--- config.mk ---
export PLATFORM = sky130hd
export DESIGN_NAME = fss_state_machine
export DESIGN_NICKNAME = d
export VERILOG_FILES = /design/src/logic/fss_pkg.sv /design/src/logic/fss_state_machine.sv /design/src/logic/fss_input_image.sv
export VERILOG_INCLUDE_DIRS = /design/src /design/src/logic
export SDC_FILE = /design/constraint.sdc
export NUM_CORES = 1
export LEC_CHECK = 0
export BUFFER_PORTS_ARGS = -buffer_cell sky130_fd_sc_hd__buf_2
export CELL_PAD_IN_SITES_DETAIL_PLACEMENT = 0
export CELL_PAD_IN_SITES_GLOBAL_PLACEMENT = 1
export CORE_MARGIN = 4
export CORE_UTILIZATION = 44
export CTS_CLUSTER_SIZE = 8
export DETAILED_ROUTE_END_ITERATION = 16
export HOLD_SLACK_MARGIN = 0.1
export PLACE_DENSITY_LB_ADDON = 0.1
export SYNTH_ARGS = -nofsm -noshare
export SYNTH_HDL_FRONTEND = slang
export SYNTH_SLANG_ARGS = --single-unit
--- constraint.sdc ---
create_clock -name mclk -period 9.93 [get_ports mclk]
set_input_delay 1.986 -clock mclk [delete_from_list [all_inputs] [get_ports mclk]]
set_output_delay 1.986 -clock mclk [all_outputs]
set_load 0.1 [all_outputs]
--- src/logic/fss_defines.svh ---
`ifndef FSS_DEFINES_SVH
`define FSS_DEFINES_SVH

// =====================================================================
// state request codes
`define FSS_REQ_INIT    4'h1
`define FSS_REQ_PREOP   4'h2
`define FSS_REQ_BOOT    4'h3
`define FSS_REQ_SAFEOP  4'h4
`define FSS_REQ_OP      4'h8

// =====================================================================
// buffer channel numbers
`define FSS_MBX_CH_OUT  3'h0
`define FSS_MBX_CH_IN   3'h1
`define FSS_PD_CH_FIRST 3'h2

// =====================================================================
// reset values, error codes and copy length
`define FSS_OUT_SAFE    16'h0000
`define FSS_ERR_NONE    4'h0
`define FSS_ERR_BADREQ  4'h1
`define FSS_ERR_MBXCFG  4'h2
`define FSS_ERR_PDCFG   4'h3
`define FSS_ERR_DCCFG   4'h4
`define FSS_ERR_NOOUT   4'h5
`define FSS_COPY_CYCLES 4'h2
`endif

--- src/logic/fss_pkg.sv ---
package fss_pkg;
    typedef enum logic [2:0] {
        FSS_INIT, FSS_PREOP, FSS_SAFEOP, FSS_OP, FSS_BOOT
    } fss_state_e;

    // master-side state request with its checked configuration
    typedef struct packed {
        logic       valid;
        logic [3:0] code;
    } fss_req_s;

    typedef struct packed {
        logic mbxOutOk;   // channel 0 set up as mailbox out
        logic mbxInOk;    // channel 1 set up as mailbox in
        logic pdChOk;     // process channels from channel 2 set up
        logic dcUsed;
        logic dcOk;
    } fss_cfg_s;

    typedef struct packed {
        logic mailboxEn;
        logic fileOnly;
        logic processEn;
        logic inputRefresh;
    } fss_allow_s;
endpackage : fss_pkg

--- src/logic/fss_state_machine.sv ---
`timescale 1ns/1ps
`include "fss_defines.svh"
module fss_state_machine #(
    parameter int OUT_W = 16,
    parameter int IN_W  = 16
) (
    // clock and reset
    input  wire logic                 mclk,
    input  wire logic                 rst,
    // state request from master (same clock)
    input  wire fss_pkg::fss_req_s    req,
    input  wire fss_pkg::fss_cfg_s    cfg,
    input  wire logic                 outDataValid,
    input  wire logic [OUT_W-1:0]     outData,
    // watchdog control
    input  wire logic                 watchdogEn,
    // physical inputs from pins
    input  wire logic [IN_W-1:0]      inPins,
    // status
    output fss_pkg::fss_state_e       state,
    output logic                      ack,
    output logic                      errFlag,
    output logic [3:0]                errCode,
    output fss_pkg::fss_allow_s       allow,
    // physical outputs and input image
    output logic [OUT_W-1:0]          outPins,
    output logic [IN_W-1:0]           inImage
);
    import fss_pkg::*;

    // =================================================================
    // pin synchroniser
    logic [IN_W-1:0] inMeta;
    logic [IN_W-1:0] inSync;

    always_ff @(posedge mclk or posedge rst) begin
        if (rst) begin
            inMeta <= '0;
            inSync <= '0;
        end else begin
            inMeta <= inPins;
            inSync <= inMeta;
        end
    end

    // =================================================================
    // transition decode
    fss_state_e next_state;
    logic       legal;
    logic [3:0] chkErr;
    logic       goSafe;
    logic       needCopy;
    logic [3:0] copyCnt;
    logic       copying;

    function automatic logic isLegal(input fss_state_e s,
                                     input logic [3:0] c);
        unique case (c)
            `FSS_REQ_INIT:   isLegal = 1'b1;
            `FSS_REQ_PREOP:  isLegal = (s == FSS_INIT) || (s == FSS_SAFEOP)
                                    || (s == FSS_OP) || (s == FSS_PREOP);
            `FSS_REQ_BOOT:   isLegal = (s == FSS_INIT)
                                    || (s == FSS_BOOT);
            `FSS_REQ_SAFEOP: isLegal = (s == FSS_PREOP) || (s == FSS_OP)
                                    || (s == FSS_SAFEOP);
            `FSS_REQ_OP:     isLegal = (s == FSS_SAFEOP)
                                    || (s == FSS_OP);
            default:         isLegal = 1'b0;
        endcase
    endfunction : isLegal

    function automatic fss_state_e codeToState(input logic [3:0] c);
        unique case (c)
            `FSS_REQ_PREOP:  codeToState = FSS_PREOP;
            `FSS_REQ_BOOT:   codeToState = FSS_BOOT;
            `FSS_REQ_SAFEOP: codeToState = FSS_SAFEOP;
            `FSS_REQ_OP:     codeToState = FSS_OP;
            default:         codeToState = FSS_INIT;
        endcase
    endfunction : codeToState

    wire fss_state_e target = codeToState(req.code);
    wire logic mbxOk  = cfg.mbxOutOk && cfg.mbxInOk;
    wire logic dcOk   = !cfg.dcUsed || cfg.dcOk;
    wire logic upPre  = (state == FSS_INIT) && (target == FSS_PREOP);
    wire logic upSafe = (state == FSS_PREOP) && (target == FSS_SAFEOP);
    wire logic upOp   = (state == FSS_SAFEOP) && (target == FSS_OP);
    wire logic takeReq = req.valid && !copying;

    always_comb begin
        legal = isLegal(state, req.code);
        if (!legal) begin
            chkErr = `FSS_ERR_BADREQ;
        end else if (upPre && !mbxOk) begin
            chkErr = `FSS_ERR_MBXCFG;
        end else if (upSafe && !cfg.pdChOk) begin
            chkErr = `FSS_ERR_PDCFG;
        end else if (upSafe && !dcOk) begin
            chkErr = `FSS_ERR_DCCFG;
        end else if (upOp && !outDataValid) begin
            chkErr = `FSS_ERR_NOOUT;
        end else begin
            chkErr = `FSS_ERR_NONE;
        end
    end

    // entering safe_operational_state from preoperational_state needs the input copy first
    assign needCopy = upSafe && (chkErr == `FSS_ERR_NONE);
    assign goSafe   = copying && (copyCnt == `FSS_COPY_CYCLES);

    always_comb begin
        next_state = state;
        if (goSafe) begin
            next_state = FSS_SAFEOP;
        end else if (takeReq && chkErr == `FSS_ERR_NONE && !needCopy) begin
            next_state = target;
        end
    end

    // =================================================================
    // state, acknowledge and error
    always_ff @(posedge mclk or posedge rst) begin
        if (rst) begin
            state   <= FSS_INIT;
            ack     <= 1'b0;
            errFlag <= 1'b0;
            errCode <= `FSS_ERR_NONE;
            copying <= 1'b0;
            copyCnt <= 4'h0;
        end else begin
            state <= next_state;
            ack   <= goSafe || (takeReq && chkErr == `FSS_ERR_NONE
                                && !needCopy);
            if (takeReq && chkErr != `FSS_ERR_NONE) begin
                errFlag <= 1'b1;
                errCode <= chkErr;
            end else if (takeReq) begin
                errFlag <= 1'b0;
                errCode <= `FSS_ERR_NONE;
            end
            if (takeReq && needCopy) begin
                copying <= 1'b1;
                copyCnt <= 4'h0;
            end else if (goSafe) begin
                copying <= 1'b0;
            end else if (copying) begin
                copyCnt <= copyCnt + 4'h1;
            end
        end
    end

    // =================================================================
    // exchange permissions per state
    fss_allow_s next_allow;

    always_comb begin
        next_allow = '0;
        unique case (next_state)
            FSS_INIT:   next_allow = '0;
            FSS_PREOP:  next_allow.mailboxEn = 1'b1;
            FSS_SAFEOP: next_allow = 4'b1011;
            FSS_OP:     next_allow = 4'b1011;
            FSS_BOOT:   next_allow = 4'b1100;
        endcase
    end

    // =================================================================
    // physical outputs and input image
    wire logic driveOut = (next_state == FSS_OP)
                       || (next_state == FSS_SAFEOP && !watchdogEn);
    wire logic imgWr = (copying && !goSafe)
                    || (state == FSS_SAFEOP) || (state == FSS_OP);

    always_ff @(posedge mclk or posedge rst) begin
        if (rst) begin
            allow   <= '0;
            outPins <= OUT_W'(`FSS_OUT_SAFE);
        end else begin
            allow <= next_allow;
            if (driveOut) begin
                outPins <= outData;
            end else begin
                outPins <= OUT_W'(`FSS_OUT_SAFE);
            end
        end
    end

    fss_input_image #(
        .WIDTH (IN_W)
    ) uImage (
        .mclk   (mclk),
        .rst    (rst),
        .wrEn   (imgWr),
        .wrData (inSync),
        .rdData (inImage)
    );
endmodule : fss_state_machine

--- src/logic/fss_input_image.sv ---
`timescale 1ns/1ps
`include "fss_defines.svh"
// input image kept in the dual-port memory area; registered read port
module fss_input_image #(
    parameter int WIDTH = 16
) (
    // clock and reset
    input  wire logic             mclk,
    input  wire logic             rst,
    // write side
    input  wire logic             wrEn,
    input  wire logic [WIDTH-1:0] wrData,
    // read side
    output logic      [WIDTH-1:0] rdData
);
    logic [WIDTH-1:0] image;

    always_ff @(posedge mclk or posedge rst) begin
        if (rst) begin
            image  <= '0;
            rdData <= '0;
        end else begin
            if (wrEn) begin
                image <= wrData;
            end
            rdData <= image;
        end
    end
endmodule : fss_input_image

# Word level (Yosys, flattened, before mapping)
# Index checks and enable logic that the tools add are counted.
dict set report totals {
  regBits 98
  inputBits 46
}
dict set report op_classes {
  muxes 21
  n_addsub 1
  reduce_logical 48
  n_eq_ne 18
}
# op n
set op_table {}
lappend op_table {{3-bit two-way mux} 7}
lappend op_table {{4-bit two-way mux} 5}
lappend op_table {{3-bit by 2-bit == test with 1-bit output (second input constant)} 6}
lappend op_table {{1-bit logical AND} 17}
lappend op_table {{16-bit two-way mux} 1}
lappend op_table {{4-bit by 2-bit == test with 1-bit output (second input constant)} 3}
lappend op_table {{1-bit logical OR} 12}
lappend op_table {{3-bit one-hot mux with 4 select lines} 1}
lappend op_table {{3-bit by 1-bit == test with 1-bit output (second input constant)} 3}
lappend op_table {{1-bit logical NOT} 9}
lappend op_table {{3-bit == test (second input constant)} 2}
lappend op_table {{3-bit logical NOT} 2}
lappend op_table {{3-bit one-hot mux with 2 select lines} 1}
lappend op_table {{2-bit nonzero test} 3}
lappend op_table {{1-bit one-hot mux with 5 select lines} 1}
lappend op_table {{4-bit by 1-bit adder with 4-bit output (second input constant)} 1}
lappend op_table {{4-bit by 1-bit == test with 1-bit output (second input constant)} 1}
lappend op_table {{4-bit by 3-bit == test with 1-bit output (second input constant)} 1}
lappend op_table {{4-bit == test (second input constant)} 1}
lappend op_table {{4-bit logical NOT} 1}
lappend op_table {{1-bit two-way mux} 4}
lappend op_table {{4-bit nonzero test} 1}
lappend op_table {{4-bit OR reduction} 1}
lappend op_table {{2-bit by 1-bit != test with 1-bit output (second input constant)} 1}
lappend op_table {{3 further kinds} 3}

# Logic depth before layout (Yosys ltp)
dict set report logic_depth {
  ltp_word 20
  ltp_mapped 10
}

# By module
# Synthesis repeated with hierarchy kept, for this count alone.
dict set report unflattened {
  cells_unflattened 221
  hier_area_um2 3428.3
}
# module cells_per_inst area_each_um2 instances
set modules_own_cells {}
lappend modules_own_cells {fss_state_machine 170 2374.8 1}
lappend modules_own_cells {fss_input_image 51 1053.5 1}

# Least setup slack after synthesis
# No wires, ideal clock.
dict set report synth_path {
  path_type {input port to flip-flop}
  startpoint {input port req[1] in the netlist's numbering}
  endpoint {register outPins[10]}
  path_slack_ns 5.971
  setup_time_ns 0.120
  arrival_ns 3.840
  t_required_ns 9.810
  stages 9
  n_path_buf 2
  cell_sequence {buf_6 nor4b_4 a32oi_2 a2111oi_4 nand2_2 a221oi_2 o21ba_4 buf_6 and3_1}
}
dict set report synth_between {
  elab_chain_cells 20
}
# item line
set synth_lines {}
lappend synth_lines {{start, declared} fss_state_machine.sv:11} ;# input wire fss_pkg::fss_req_s req,
lappend synth_lines {{4-bit == test (tied with other cells)} {fss_state_machine.sv:58, fss_state_machine.sv:73}}
lappend synth_lines {{3-bit one-hot mux with 4 select lines} fss_state_machine.sv:73} ;# unique case (c)
lappend synth_lines {{3-bit by 2-bit == test with 1-bit output} fss_state_machine.sv:87} ;# wire logic upOp = (state == FSS_SAFEOP) && (target == FSS_OP);
lappend synth_lines {{1-bit logical AND} fss_state_machine.sv:87}
lappend synth_lines {{1-bit logical AND} fss_state_machine.sv:100} ;# end else if (upOp && !outDataValid) begin
lappend synth_lines {{3-bit two-way mux} fss_state_machine.sv:100}
lappend synth_lines {{3-bit two-way mux} fss_state_machine.sv:98} ;# end else if (upSafe && !dcOk) begin
lappend synth_lines {{3-bit two-way mux} fss_state_machine.sv:96} ;# end else if (upSafe && !cfg.pdChOk) begin
lappend synth_lines {{[4 not listed]} n/a}
lappend synth_lines {{1-bit logical NOT} fss_state_machine.sv:115} ;# end else if (takeReq && chkErr == `FSS_ERR_NONE && !needCopy) begin
lappend synth_lines {{1-bit logical AND} fss_state_machine.sv:115}
lappend synth_lines {{3-bit two-way mux *} fss_state_machine.sv:115}
lappend synth_lines {{3-bit two-way mux *} fss_state_machine.sv:113} ;# if (goSafe) begin
lappend synth_lines {{3-bit by 2-bit == test with 1-bit output} fss_state_machine.sv:170} ;# || (next_state == FSS_SAFEOP && !watchdogEn);
lappend synth_lines {{1-bit logical AND} fss_state_machine.sv:170}
lappend synth_lines {{1-bit logical OR *} fss_state_machine.sv:170}
lappend synth_lines {{16-bit two-way mux *} fss_state_machine.sv:180} ;# if (driveOut) begin
lappend synth_lines {{end signal, assigned} fss_state_machine.sv:177} ;# outPins <= OUT_W'(`FSS_OUT_SAFE);
lappend synth_lines {{end signal, assigned} fss_state_machine.sv:181} ;# outPins <= outData;
lappend synth_lines {{end signal, assigned} fss_state_machine.sv:183} ;# outPins <= OUT_W'(`FSS_OUT_SAFE);
lappend synth_lines {{end, declared} fss_state_machine.sv:26} ;# output logic [OUT_W-1:0] outPins,
# Every way passes the cells marked *; elsewhere a longest branch is shown, timed or not.
# A chain may end at the register's enable or synchronous reset.

# Worst setup path after layout
dict set report layout_path {
  startpoint {input port req[2] in the netlist's numbering}
  endpoint {register outPins[0]}
}
# The elaborated chain is that of the path after synthesis.

==> impl_metrics.json <==
{
  "mappedNetlistNets": 266,
  "drc_errors": 0,
  "viasPerCell": 4.62,
  "outcome": "finished, final reports clean",
  "post_cts_resized": 0,
  "tightest_slew_ns": 0.951,
  "cap_violations": 0,
  "synth_top_family_by_area": "simple AND/OR/NAND/NOR gates",
  "drv_slew": 0,
  "dieArea_sq_um": 8920,
  "stdcell_area_sq_um": 4020,
  "synth-compound-area-share": 0.0548,
  "fp.dieH_um": 94.4,
  "rsz0062_at_grt": "no",
  "hold_buffers": 0,
  "crit_type": "primary input to register",
  "p_seq_frac": 0.410,
  "startpoint_type": "primary input",
  "use_met3": 0.0669,
  "wl_per_cell_um": 13.3,
  "p_comb_frac": 0.383,
  "tns_ns": 0,
  "ys_types": 39,
  "synth_adder_area_share": 0.00761,
  "reg2reg_slack_ns": 7.24,
  "cp_max_fo": 16,
  "power.density_nw_per_um2": 314,
  "synth.area.top_cells": "dfrtp_1 73%, mux2_2 5.5%, and3_1 1.9%, and3_2 1.6%, nor2_1 1.5%",
  "postCtsSetupRepairBufs": 0,
  "yosysSeqAreaShare": 0.731,
  "synth_common_cells": "96 x dfrtp_1, 16 x mux2_2, 13 x nor2_1",
  "place_area_sq_um": 3810,
  "antenna_left": 0,
  "crit_arrival_ns": 4.26,
  "n_antenna_cell": 0,
  "setup_viol": 0,
  "ios": 91,
  "mappedNetlistArea_sq_um": 3290,
  "layout_min_cycle_time_ns": 4.01,
  "io_buffers": 89,
  "p_clk_frac": 0.206,
  "hold_depth": 0,
  "switching_share": 0.454,
  "use_met2": 0.197,
  "synthArstFlopShare": 1.00,
  "cts_tree": "built",
  "n_fill_cell": 639,
  "layout.cells.non_filler": 414,
  "post-route-util": 0.555,
  "floorplan.initialDensity": 0.453,
  "relSlewSlack": 0.366,
  "grt_max_degree": 72,
  "dr.pass1.iters": 4,
  "place_inst": 398,
  "r2r_cells": 7,
  "clock_latency_ns": 0.36,
  "syn_inst": 218,
  "power.leakage_nw": 2.05,
  "ys_ff_latch": 96,
  "p_int_w": 0.000689,
  "numCtsBuffers": 9,
  "track_usage": 0.134,
  "synth_most_common_cell": "dfrtp_1",
  "placementRows": 31,
  "routabilityCongestion": 0.764,
  "layout.nets": 358,
  "synth_edf_count": 0,
  "wl_mm": 5.50,
  "vdd_drop_max_mv": 0.169,
  "synth_top_area_share": 0.731,
  "end_kind": "register",
  "layout-drive-gt1-share": 0.441,
  "skew_ns": 0.0130,
  "ys.flop_type": "dfrtp_1",
  "reg2reg_from": "state[1]$_DFF_PP0_",
  "use_met1": 0.173,
  "core_area_sq_um": 7250,
  "r2r-end": "outPins[0]$_DFF_PP0_",
  "grt_pass1_wl_mm": 9.03,
  "fmax_mhz": 250,
  "yosysTopAreaCell": "dfrtp_1",
  "first_global_vias": 1927,
  "synthSimpleGateAreaFrac": 0.105,
  "dp_hpwl_mm": 3.84,
  "final_hold_viol_count": 0,
  "htree_levels": 3,
  "min_to": "inSync[14]$_DFF_PP0_",
  "synthMuxAreaShare": 0.0609,
  "hp-class": "register to register",
  "total_power_w": 0.00126,
  "busiest_layer": "met2",
  "die_w_um": 94.4,
  "clkTransAtPathRegs_ns": 0.10,
  "grt.overflow.total": 0,
  "layout-area-overhead-vs-synth_pct": 22.4,
  "synthXorXnorAreaFrac": 0.0133,
  "cts.sinks": 96,
  "antenna_found_initial": 0,
  "crit_required_ns": 10.18,
  "syn_avg_cell_area_sq_um": 15.1,
  "min_period_over_period": 0.403,
  "clock_path_buffers": 2,
  "drt-initial-drc-count": 133,
  "hold_start": "inMeta[14]$_DFF_PP0_",
  "ctsRootBufferMaster": "clkbuf_8",
  "yosysWarnings": 0,
  "dr_total_vias": 1911,
  "p_switching_w": 0.000574
}
==> power groups by stage <==
| stage | clock, W | combinational (W) | sequential [W] |
|---|---|---|---|
| after floorplan | 0 | 0.000101 | 0.000835 |
| after global placement | 0 | 0.000486 | 0.000525 |
| after detailed placement | 0 | 0.000489 | 0.000527 |
| after CTS | 0.000271 | 0.000489 | 0.000519 |
| after global routing | 0.000288 | 0.000507 | 0.000529 |
| final | 0.000261 | 0.000484 | 0.000518 |
==> kinds of logic after synthesis <==
| group | Yosys count |
|---|---|
| xor gates and xnor gates | 5 |
| and+or+nand+nor | 59 |
| adders and majority gates | 2 |
| muxes | 18 |
| buffers and inverters | 16 |
| AOI/OAI and AO/OA | 21 |
| other | 1 |
| DFF | 96 |
==> through the flow <==
stage | hold WS [ns] | worst slack [ns]
final | 0.352 | 5.92
after global routing | 0.356 | 5.71
after CTS | 0.353 | 5.97
after global placement | 0.331 | 5.70
after floorplan | 0.331 | 5.44
after detailed placement | 0.335 | 5.57
==> how the worst max path moves through the flow <==
stage            from                   end  slack [ns]  cells after the start
5_1_grt        req[2]  outPins[2]$_DFF_PP0_        5.71                      8
3_5_place_dp   req[2]  outPins[0]$_DFF_PP0_        5.57                      8
2_1_floorplan     rst         ack$_DFF_PP0_        5.44                      1
6_report       req[2]  outPins[0]$_DFF_PP0_        5.92                      8
3_3_place_gp   req[1]  outPins[2]$_DFF_PP0_        5.70                      8
4_1_cts        req[2]  outPins[0]$_DFF_PP0_        5.97                      8
==> per-layer routing <==
layer / vias to the layer above / wire [um]
met5: - / 0
met4: 0 / 105
met3: 8 / 515
met2: 60 / 2560
met1: 919 / 2320
li1: 924 / -
==> registers in the layout, summed over array words and instances, names as in the netlist <==
signal and cells:
copying 1, state 3, uImage.image 16, copyCnt 4
inSync 16, inMeta 16, outPins 16, errFlag 1
allow 3, errCode 3, uImage.rdData 16, ack 1
==> cell type report <==
type	count	area [sq um]	area share
Sequential cell	96	2400	0.597
Multi-Input combinational cell	106	801	0.199
Timing Repair Buffer	90	453	0.113
Clock buffer	9	124	0.0308
Tap cell	99	124	0.0308
Clock inverter	7	91.3	0.0227
Inverter	7	28.8	0.00715
==> critical path: stages <==
cell and delay [ns]:
buf_2 0.13, nor2_1 0.26, a32oi_2 0.18, a2111oi_4 0.55, a21oi_1 0.17, a32oi_1 0.33
nand2_1 0.33, and3_2 0.31
==> cell usage in the layout (no fill, tap or decap), types with 2 or more instances in the layout <==
master	instances
o211ai_1	2
dfrtp_1	96
mux2_2	16
and3_1	10
clkbuf_8	9
xnor2_1	2
inv_1	6
a21oi_1	4
o21ai_0	5
nand2b_1	2
nand4_1	3
nor2b_1	4
xor2_1	3
nor3_1	2
mux2i_1	2
clkinv_4	3
buf_2	89
nor4_1	2
nand2_1	8
o21a_1	2
ha_1	2
and2_1	2
nor2_1	13
and3_2	7
Power figures use the tool's default switching activity.
